<file path="config.mk">
export PLATFORM = sky130hd
export DESIGN_NAME = lrp_power_ctrl
export DESIGN_NICKNAME = d
export VERILOG_FILES = /design/src/inc/lrp_pkg.sv /design/src/hw/lrp_power_ctrl.sv
export SDC_FILE = /design/constraint.sdc
export NUM_CORES = 1
export LEC_CHECK = 0
export BUFFER_PORTS_ARGS = -buffer_cell sky130_fd_sc_hd__buf_2
export CAP_MARGIN = 5
export CORE_AREA = 2 2 77 79
export DETAILED_ROUTE_END_ITERATION = 7
export DIE_AREA = 0 0 79 81
export MAX_ROUTING_LAYER = met4
export PLACE_DENSITY = 0.73
export SYNTH_ARGS = -nofsm -noshare
export SYNTH_HDL_FRONTEND = slang
export SYNTH_SLANG_ARGS = --single-unit
</file>
<file path="constraint.sdc">
create_clock -name clk_i -period 4.2 [get_ports clk_i]
set_clock_uncertainty 0.05 [all_clocks]
set_input_delay 0.21 -clock clk_i [delete_from_list [all_inputs] [get_ports clk_i]]
set_output_delay 0.21 -clock clk_i [all_outputs]
set_load 0.02 [all_outputs]
</file>
<file path="src/inc/lrp_pkg.sv">
// Constants, commands and states of the refresh and power-mode block.
// Assumes a 100 MHz core clock that keeps running in low-power states.
package lrp_pkg;

  localparam int unsigned CLK_MHZ = 100;

  // Device timings in ns (plain defaults)
  localparam int unsigned T_RFC_NS = 72;
  localparam int unsigned T_XSR_NS = 112;
  localparam int unsigned T_XP_NS = 10;
  localparam int unsigned T_SREF_INT_NS = 7800;

  // Least times round up to whole cycles, never below one
  localparam int unsigned RFC_RAW = (T_RFC_NS * CLK_MHZ + 999) / 1000;
  localparam int unsigned XSR_RAW = (T_XSR_NS * CLK_MHZ + 999) / 1000;
  localparam int unsigned XP_RAW = (T_XP_NS * CLK_MHZ + 999) / 1000;
  localparam int unsigned RFC_CYC = (RFC_RAW < 1) ? 1 : RFC_RAW;
  // Self refresh exit spans at least two clock pulses
  localparam int unsigned XSR_CYC = (XSR_RAW < 2) ? 2 : XSR_RAW;
  localparam int unsigned XP_CYC = (XP_RAW < 1) ? 1 : XP_RAW;
  // Longest interval rounds down
  localparam int unsigned SREF_INT_CYC = T_SREF_INT_NS * CLK_MHZ / 1000;

  localparam int unsigned ROW_W = 13;
  localparam int unsigned CNT_W = 12;
  localparam int unsigned TMR_W = 12;
  localparam int unsigned BANKS = 4;

  // Partial-array selections of the extended mode register
  localparam logic [2:0] PASR_FULL = 3'h0;
  localparam logic [2:0] PASR_HALF = 3'h1;
  localparam logic [2:0] PASR_QUARTER = 3'h2;
  localparam logic [2:0] PASR_EIGHTH = 3'h5;
  localparam logic [2:0] PASR_SIXTEENTH = 3'h6;

  typedef enum logic [2:0] {
    CMD_DESEL, CMD_NOP, CMD_AREF, CMD_DEEP_POWER_DOWN, CMD_OTHER
  } lrp_cmd_t;

  typedef enum logic [3:0] {
    ST_IDLE, ST_AREF, ST_SREF, ST_SREF_EXIT,
    ST_PDN_PRE, ST_PDN_ACT, ST_PDN_EXIT, ST_DEEP_POWER_DOWN
  } lrp_state_t;

  function automatic lrp_cmd_t cmd_decode(input logic cs_n, input logic ras_n,
                                          input logic cas_n, input logic we_n);
    lrp_cmd_t c;
    c = CMD_OTHER;
    if (cs_n) begin
      c = CMD_DESEL;
    end else if ({ras_n, cas_n, we_n} == 3'h7) begin
      c = CMD_NOP;
    end else if ({ras_n, cas_n, we_n} == 3'h1) begin
      c = CMD_AREF;
    end else if ({ras_n, cas_n, we_n} == 3'h6) begin
      c = CMD_DEEP_POWER_DOWN;
    end
    return c;
  endfunction

endpackage

</file>
<file path="src/hw/lrp_power_ctrl.sv">
// Refresh and low-power state control of a low-power DDR memory.
// Assumes commands and CKE are synchronous to clk_i; clk_i also stands in
// for the internal oscillator, so it keeps running in self refresh.

module lrp_power_ctrl
  import lrp_pkg::*;
(
  // Clock and reset
  input wire logic clk_i,
  input wire logic rst_n_i,
  // Command bus from the controller
  input wire logic cke_i,
  input wire logic cs_n_i,
  input wire logic ras_n_i,
  input wire logic cas_n_i,
  input wire logic we_n_i,
  // Device-internal status and settings
  input wire logic [BANKS-1:0] bank_open_i,
  input wire logic [2:0] pasr_i,
  input wire logic temp_hot_i,
  input wire logic init_done_i,
  // Toward the array and pads
  output logic ref_req_o,
  output logic [ROW_W-1:0] ref_row_o,
  output logic buf_en_o,
  output logic array_pwr_o,
  output lrp_state_t pwr_state_o,
  output logic cmd_err_o,
  output logic need_init_o
);

  function automatic logic in_pasr(input logic [ROW_W-1:0] row,
                                   input logic [2:0] sel);
    logic hit;
    hit = 1'b1;
    unique case (sel)
      PASR_HALF: hit = (row[12] == 1'b0);
      PASR_QUARTER: hit = (row[12:11] == 2'h0);
      PASR_EIGHTH: hit = (row[12:10] == 3'h0);
      PASR_SIXTEENTH: hit = (row[12:9] == 4'h0);
      default: hit = 1'b1;
    endcase
    return hit;
  endfunction

  lrp_cmd_t cmd;
  logic quiet;
  lrp_state_t state_r, state_nxt;
  logic [CNT_W-1:0] wait_r, wait_nxt;
  logic [TMR_W-1:0] tmr_r;
  logic [ROW_W-1:0] row_r;
  logic [ROW_W-1:0] ref_row_r;
  logic ref_req_r;
  logic buf_en_r;
  logic array_pwr_r;
  logic cmd_err_r, err_nxt;
  logic need_init_r;
  logic aref_go;
  logic sref_tick;
  logic deep_exit;

  assign cmd = cmd_decode(cs_n_i, ras_n_i, cas_n_i, we_n_i);
  assign quiet = (cmd == CMD_NOP) || (cmd == CMD_DESEL);
  assign sref_tick = (state_r == ST_SREF) && (tmr_r == '0);

  always_comb begin
    state_nxt = state_r;
    wait_nxt = wait_r;
    err_nxt = 1'b0;
    aref_go = 1'b0;
    deep_exit = 1'b0;
    unique case (state_r)
      ST_IDLE: begin
        if (!cke_i) begin
          if (cmd == CMD_AREF) begin
            state_nxt = ST_SREF;
          end else if (cmd == CMD_DEEP_POWER_DOWN) begin
            state_nxt = ST_DEEP_POWER_DOWN;
          end else if (|bank_open_i) begin
            state_nxt = ST_PDN_ACT;
          end else begin
            state_nxt = ST_PDN_PRE;
          end
        end else if (cmd == CMD_AREF) begin
          // Address pins play no part here
          aref_go = 1'b1;
          state_nxt = ST_AREF;
          wait_nxt = CNT_W'(RFC_CYC - 1);
        end
      end
      ST_AREF: begin
        // Flag a controller that breaks the refresh period
        err_nxt = !quiet || !cke_i;
        if (wait_r == '0) begin
          state_nxt = ST_IDLE;
        end else begin
          wait_nxt = wait_r - 1'b1;
        end
      end
      ST_SREF: begin
        // Only CKE is watched until it rises; the wake cycle must then be quiet
        if (cke_i) begin
          if (quiet) begin
            state_nxt = ST_SREF_EXIT;
            wait_nxt = CNT_W'(XSR_CYC - 1);
          end else begin
            err_nxt = 1'b1;
          end
        end
      end
      ST_PDN_PRE, ST_PDN_ACT: begin
        if (cke_i) begin
          if (quiet) begin
            state_nxt = ST_PDN_EXIT;
            wait_nxt = CNT_W'(XP_CYC - 1);
          end else begin
            err_nxt = 1'b1;
          end
        end
      end
      ST_SREF_EXIT, ST_PDN_EXIT: begin
        // At least one quiet cycle before any valid command
        err_nxt = !quiet;
        if (wait_r == '0) begin
          state_nxt = ST_IDLE;
        end else begin
          wait_nxt = wait_r - 1'b1;
        end
      end
      ST_DEEP_POWER_DOWN: begin
        if (cke_i) begin
          if (quiet) begin
            state_nxt = ST_IDLE;
            deep_exit = 1'b1;
          end else begin
            err_nxt = 1'b1;
          end
        end
      end
    endcase
  end

  always_ff @(posedge clk_i) begin
    if (!rst_n_i) begin
      state_r <= ST_IDLE;
      wait_r <= '0;
    end else begin
      state_r <= state_nxt;
      wait_r <= wait_nxt;
    end
  end

  // Cool silicon leaks less, so the interval is doubled then
  always_ff @(posedge clk_i) begin
    if (!rst_n_i) begin
      tmr_r <= TMR_W'(SREF_INT_CYC - 1);
    end else if (state_r != ST_SREF || tmr_r == '0) begin
      tmr_r <= temp_hot_i ? TMR_W'(SREF_INT_CYC - 1)
                          : TMR_W'(2 * SREF_INT_CYC - 1);
    end else begin
      tmr_r <= tmr_r - 1'b1;
    end
  end

  // Row counter walks the whole array; unselected rows are skipped in self refresh
  always_ff @(posedge clk_i) begin
    if (!rst_n_i) begin
      row_r <= '0;
      ref_row_r <= '0;
      ref_req_r <= 1'b0;
    end else begin
      ref_req_r <= aref_go || (sref_tick && in_pasr(row_r, pasr_i));
      if (aref_go || sref_tick) begin
        row_r <= row_r + 1'b1;
        ref_row_r <= row_r;
      end
    end
  end

  // Deep power-down removes array power, so data is gone
  always_ff @(posedge clk_i) begin
    if (!rst_n_i) begin
      buf_en_r <= 1'b1;
      array_pwr_r <= 1'b1;
    end else begin
      buf_en_r <= !(state_nxt inside {ST_SREF, ST_PDN_PRE, ST_PDN_ACT,
                                      ST_DEEP_POWER_DOWN});
      array_pwr_r <= (state_nxt != ST_DEEP_POWER_DOWN);
    end
  end

  // Set wins over the clear from the init sequencer
  always_ff @(posedge clk_i) begin
    if (!rst_n_i) begin
      need_init_r <= 1'b0;
      cmd_err_r <= 1'b0;
    end else begin
      cmd_err_r <= err_nxt;
      if (deep_exit) begin
        need_init_r <= 1'b1;
      end else if (init_done_i) begin
        need_init_r <= 1'b0;
      end
    end
  end

  assign ref_req_o = ref_req_r;
  assign ref_row_o = ref_row_r;
  assign buf_en_o = buf_en_r;
  assign array_pwr_o = array_pwr_r;
  assign pwr_state_o = state_r;
  assign cmd_err_o = cmd_err_r;
  assign need_init_o = need_init_r;

  // Cycles since the last self refresh tick; a counter, as the span is long
  logic [TMR_W-1:0] sref_age_r;

  always_ff @(posedge clk_i) begin
    if (!rst_n_i || state_r != ST_SREF || sref_tick) begin
      sref_age_r <= '0;
    end else begin
      sref_age_r <= sref_age_r + 1'b1;
    end
  end
endmodule

</file>
* After elaboration in Yosys (flattened, before gate mapping)
Index checks and enable logic that the tools add are counted.
** Word-level totals
- Output and inout bits :: 22
- Bits of input ports :: 16
- Register bits :: 59
- Logic and storage cells :: 110
** Operators by class
- Bitwise logic cells :: 1
- $add $sub $neg :: 3
- Equality and inequality tests :: 30
- Mux-type cells :: 40
- Reduce and logical (&&, ||, !) cells :: 26
** Operator list (number)
- $mux 12 :: 8
- $pmux 12 s4 :: 1
- $mux 4 :: 9
- $eq 4x3->1 const B :: 7
- $logic_not 12->1 :: 2
- $sub 12x1->12 const B :: 2
- $pmux 4 s5 :: 1
- $mux 3 :: 5
- $ne 2x2->1 const B :: 7
- $add 13x1->13 const B :: 1
- $eq 3x3->1 const B :: 4
- $eq 4x2->1 const B :: 3
- $mux 1 :: 12
- $mux 11 :: 1
- $eq 3x1->1 const B :: 3
- $eq 3x2->1 const B :: 3
- $logic_not 4->1 :: 2
- $reduce_and 8->1 :: 1
- $reduce_bool 4->1 :: 2
- $reduce_or 4->1 :: 2
- $logic_not 3->1 :: 2
- $logic_or 1x1->1 :: 5
- $eq 4x1->1 const B :: 1
- $ne 4x2->1 const B :: 1
- other kinds (11) :: 15

* Longest topological paths before layout
- Word-level depth :: 13
- Mapped depth :: 9
- Gate-level depth less buffers :: 8

* Worst setup path after synthesis
OpenSTA, ideal clock, no wires.
- Path type :: reg-to-reg
- Start :: register wait_r[0]
- End :: register buf_en_r (netlist: buf_en_o)
- Data required time :: 4.078 ns
- Stages on the path, launching flop included :: 9
- Setup time :: 0.072 ns
- Arrival time :: 1.890 ns
- Path buffers :: 0
- Setup slack :: 2.188 ns
- Period minus slack after synthesis :: 2.012 ns
- Path through :: dfxtp_1 > inv_1 > ha_1 > or4b_1 > nor3_4 > o22ai_1 > a221o_1 > nor2_2 > mux2i_1
** Between the ends
- Word-level cells in the longest chain between the ends :: 6
- Elaborated cells on any way between the ends :: 9
- Classes of those cells :: eq/ne (4); mux (2); reduce/logical (3)
** RTL lines
- from (decl) :: RTL line lrp_power_ctrl.sv:49 : logic [CNT_W-1:0] wait_r, wait_nxt;
- from (signal assigned) :: RTL line lrp_power_ctrl.sv:149 : wait_r <= wait_nxt;
- $logic_not 12->1 * :: RTL line lrp_power_ctrl.sv:94, lrp_power_ctrl.sv:124
- $mux 4 * :: RTL line lrp_power_ctrl.sv:94, lrp_power_ctrl.sv:124
- $pmux 4 s5 * :: RTL line lrp_power_ctrl.sv:72 : unique case (state_r)
- $eq 4x2->1 / $eq 4x3->1 (equally long branches) :: RTL line lrp_power_ctrl.sv:186 : buf_en_r <= !(state_nxt inside {ST_SREF, ST_PDN_PRE, ST_PDN_ACT,
- $reduce_bool 4->1 * :: RTL line lrp_power_ctrl.sv:186
- $logic_not 1->1 * :: RTL line lrp_power_ctrl.sv:186
- to (signal assigned) :: RTL line lrp_power_ctrl.sv:186
- to (decl) :: RTL line lrp_power_ctrl.sv:54 : logic buf_en_r;
Every way passes the cells marked *; elsewhere a longest branch is shown, timed or not.
A chain may end at the register's enable or synchronous reset.

* Final worst setup path
- Start :: register state_r[1] (netlist: pwr_state_o[1])
- End :: register row_r[12]
** Between the ends
- Word-level cells in the longest chain between the ends :: 3
- Elaborated cells on any way between the ends :: 5
- Classes of those cells :: eq/ne (1); mux (1); reduce/logical (3)
** RTL lines
- from (decl) :: RTL line lrp_power_ctrl.sv:48 : lrp_state_t state_r, state_nxt;
- from (signal assigned) :: RTL line lrp_power_ctrl.sv:148 : state_r <= state_nxt;
- $logic_not 4->1 / $eq 4x2->1 (equally long branches) :: RTL line lrp_power_ctrl.sv:72, lrp_power_ctrl.sv:64
- $mux 1 / $logic_and 1x1->1 (equally long branches) :: RTL line lrp_power_ctrl.sv:72, lrp_power_ctrl.sv:64
- $logic_or 1x1->1 * :: RTL line lrp_power_ctrl.sv:173 : if (aref_go || sref_tick) begin
- to (signal assigned) :: RTL line lrp_power_ctrl.sv:174 : row_r <= row_r + 1'b1;
- to (decl) :: RTL line lrp_power_ctrl.sv:51 : logic [ROW_W-1:0] row_r;
Marks and branches as above.

==> results.yml <==
status:
  status: "finished, final reports clean"
worst_hold_path:
  hp-class: "input pin to flop"
yosys:
  ys_ff_latch: 59
  asyncSetResetFlopFracSynth_pct: 0
  synth.area.mux_share_pct: 5.316
  synth.distinct_cells: 56
  syn_area_um2: 2848
  synth-xor-area-share_pct: 8.612
  synth_edf_count: 0
  synth_simple_gate_area_share_pct: 28.08
  syn_nets: 348
  ys_seq_area_share_pct: 41.48
  yosysWarningCount: 0
  synth.avg_cell_area_um2: 8.682
  syn_inst: 328
  yosys.area_share.adder_pct: 1.757
  ys.flop_type: "dfxtp_1"
  synth_top_family_by_area: "simple AND/OR/NAND/NOR gates"
  synth-compound-area-share_pct: 11.25
layout:
  layout.nets: 385
  drive_gt1_share_pct: 17.89
  stdcell_count: 444
  design_area_um2: 3232
  syn_to_final_growth_pct: 13.49
  n_antenna_cell: 0
  nFillCells: 548
detailed_routing:
  vias_per_cell: 5.577
  drcViolationCount: 0
  post_drt_wl_per_cell_um: 13.54
  vias: 2476
  drtIter0Drc: 129
  dr.pass1.iters: 4
  routed_wl_um: 6012
  ant_nets: 0
placement:
  io_buffers: 37
  dpl_cell_area_um2: 3064
  dp_hpwl_um: 4244
  place_congestion: 0.8513
  dp.cells: 429
  place_ws_ns: 1.596
sta:
  layout_setup_ws_ns: 1.550
  period_minus_slack_ns: 2.650
  setup_viol: 0
  maxSlewViolCount: 0
  finalCritPeriodShare_pct: 63.10
  fin_tns_setup_ns: 0
  tightest_slew_ns: 0.9968
  fmax_mhz: 377.3
  hold_viol_final: 0
  maxSlewHeadroom_pct: 33.47
  rsz0062_at_grt: "false"
clock_tree:
  clk_pin_slew_ns: 0.07
  ctsResizeCount: 0
  root_buffer: "clkbuf_8"
  cts_setup_buffers: 0
  cts_buffer_depth: 2
  htreeDepth: 3
  ctsHoldBuffers: 0
  cts_made_buffers: 9
  cts_sinks: 59
  clock_latency_ns: 0.34
  cts_tree: "yes"
worst_setup_path:
  cp.arrival_ns: 2.86
  slowest_delay_ns: 0.55
  cpMaxStageDelayCell: "dfxtp_1"
  required_ns: 4.41
  critical-path-top-delay-family: "simple AND/OR/NAND/NOR gates"
  critical_path.cell_chain: "nor4b_1 -> nand4_1 -> nand2_2 -> nand3_2 -> or3_1 -> a21oi_1"
  path_max_fanout: 18
  critPathBufInv: 0
  cp-start-kind: "flop"
  worstSetupPathType: "flop to flop"
  endpoint_kind: "flop"
grt:
  grt_use_total_pct: 20.72
  grt_pass1_vias: 2280
  grt_max_degree: 33
  overflow: 0
  grt_pass1_wl_um: 10060
  grt_antenna_before_repair: 0
floorplanning:
  fp.coreArea_um2: 5675
  fp.dieArea_um2: 6399
  fp.dieH_um: 81
  rows: 28
  io-pin-count: 38
  die_w_um: 79
  start_util_pct: 50.18
power:
  ir_worst_vdd_v: 0.0002405
  powerDensity_nw_per_um2: 561.8
  p_leak_nw: 1.271
flow_run:
  drv_cap: 0
## state kept, by name, indices dropped and copies added (netlist names)
name         cells
array_pwr_o      1
buf_en_o         1
cmd_err_o        1
need_init_o      1
pwr_state_o      4
ref_req_o        1
ref_row_o       13
row_r           13
tmr_r           12
wait_r          12
## layout make-up
| type | instances | area (µm²) | area share, % |
|---|---|---|---|
| multi-input combinational | 248 | 1567 | 48.47 |
| sequential | 59 | 1181 | 36.55 |
| clock inverter | 5 | 30.03 | 0.9292 |
| timing repair buffer | 37 | 185.2 | 5.730 |
| inverter | 10 | 37.54 | 1.161 |
| tap | 75 | 93.84 | 2.904 |
| clock buffer | 10 | 137.6 | 4.259 |
## metal layers
metal / vias up / GRT usage, % / routed length (µm)
met5: - / - / 0
met4: 0 / 11.90 / 183
met3: 18 / 4.222 / 369
met2: 77 / 32.63 / 2712
met1: 1152 / 24.84 / 2747
li1: 1229 / - / -
## Yosys cell counts, types with 6 or more instances
master    n  area, µm²
nor3_1   10      50.05
nand2_1  23      86.33
nor2b_1   6      37.54
nand4_1  14      87.58
xnor2_1   8      70.07
o21ai_0  13      65.06
dfxtp_1  59       1181
a21oi_1  15      75.07
inv_1    10      37.54
mux2i_1  14      140.1
a31oi_1   7      43.79
xor2_1   20      175.2
nor2_1   53      198.9
## worst paths after layout
check | startpoint | to | slack, ns | cells past startpoint
max | pwr_state_o[1]$_SDFF_PN0_ | row_r[12]$_SDFFE_PN0P_ | 1.55 | 6
min reg2reg | tmr_r[0]$_SDFF_PP1_ | tmr_r[0]$_SDFF_PP1_ | 0.34 | 1
max reg2reg | pwr_state_o[1]$_SDFF_PN0_ | row_r[12]$_SDFFE_PN0P_ | 1.55 | 6
min | temp_hot_i | tmr_r[8]$_SDFF_PN1_ | 0.10 | 3
## cell families after synthesis
group / count (synthesis)
compound gates: 51
xor+xnor: 28
fa+ha+maj: 4
buf+inv: 21
flops: 59
mux: 15
simple gates: 150
## where the power goes
group          total [W]  leakage, nW  internal [W]  switching, W
combinational   0.000652        0.708      0.000280      0.000372
clock           0.000444       0.0839      0.000223      0.000221
sequential      0.000720        0.479      0.000634     0.0000864
total            0.00182         1.27       0.00114      0.000679
## layout by cell type, fill, tap and decap left out, types with 3 or more instances in the layout
cell,Yosys,routed
clkinv_2,0,3
dfxtp_1,59,59
a31oi_1,7,7
clkbuf_8,0,10
a21oi_1,15,15
and3_1,3,3
and2_1,5,5
or3_1,4,4
xor2_1,20,20
mux2i_1,14,14
xnor2_1,8,8
nand4b_1,3,3
ha_1,4,4
nand2_1,23,23
o21ai_0,13,13
inv_1,10,10
nand3_1,5,5
nor2b_1,6,6
nor2_1,53,53
nor3_1,10,10
nand4_1,14,14
buf_2,2,37
## tightest hold or removal path: stages
cell	delay, ns
buf_2	0.10
o21ai_0	0.09
nand2_1	0.07
## stage by stage
step | total power, W | hold WS, ns | util [%]
3_5_place_dp | 0.001379 | 0.3285 | 53.99
6_report | 0.001816 | 0.1004 | 56.94
5_1_grt | 0.001949 | 0.1164 | 56.94
3_3_place_gp | 0.001369 | 0.3251 | 53.99
4_1_cts | 0.001827 | 0.07602 | 56.94
2_1_floorplan | 0.001267 | 0.3089 | -
No activity file was read; power rests on OpenSTA's default activity.
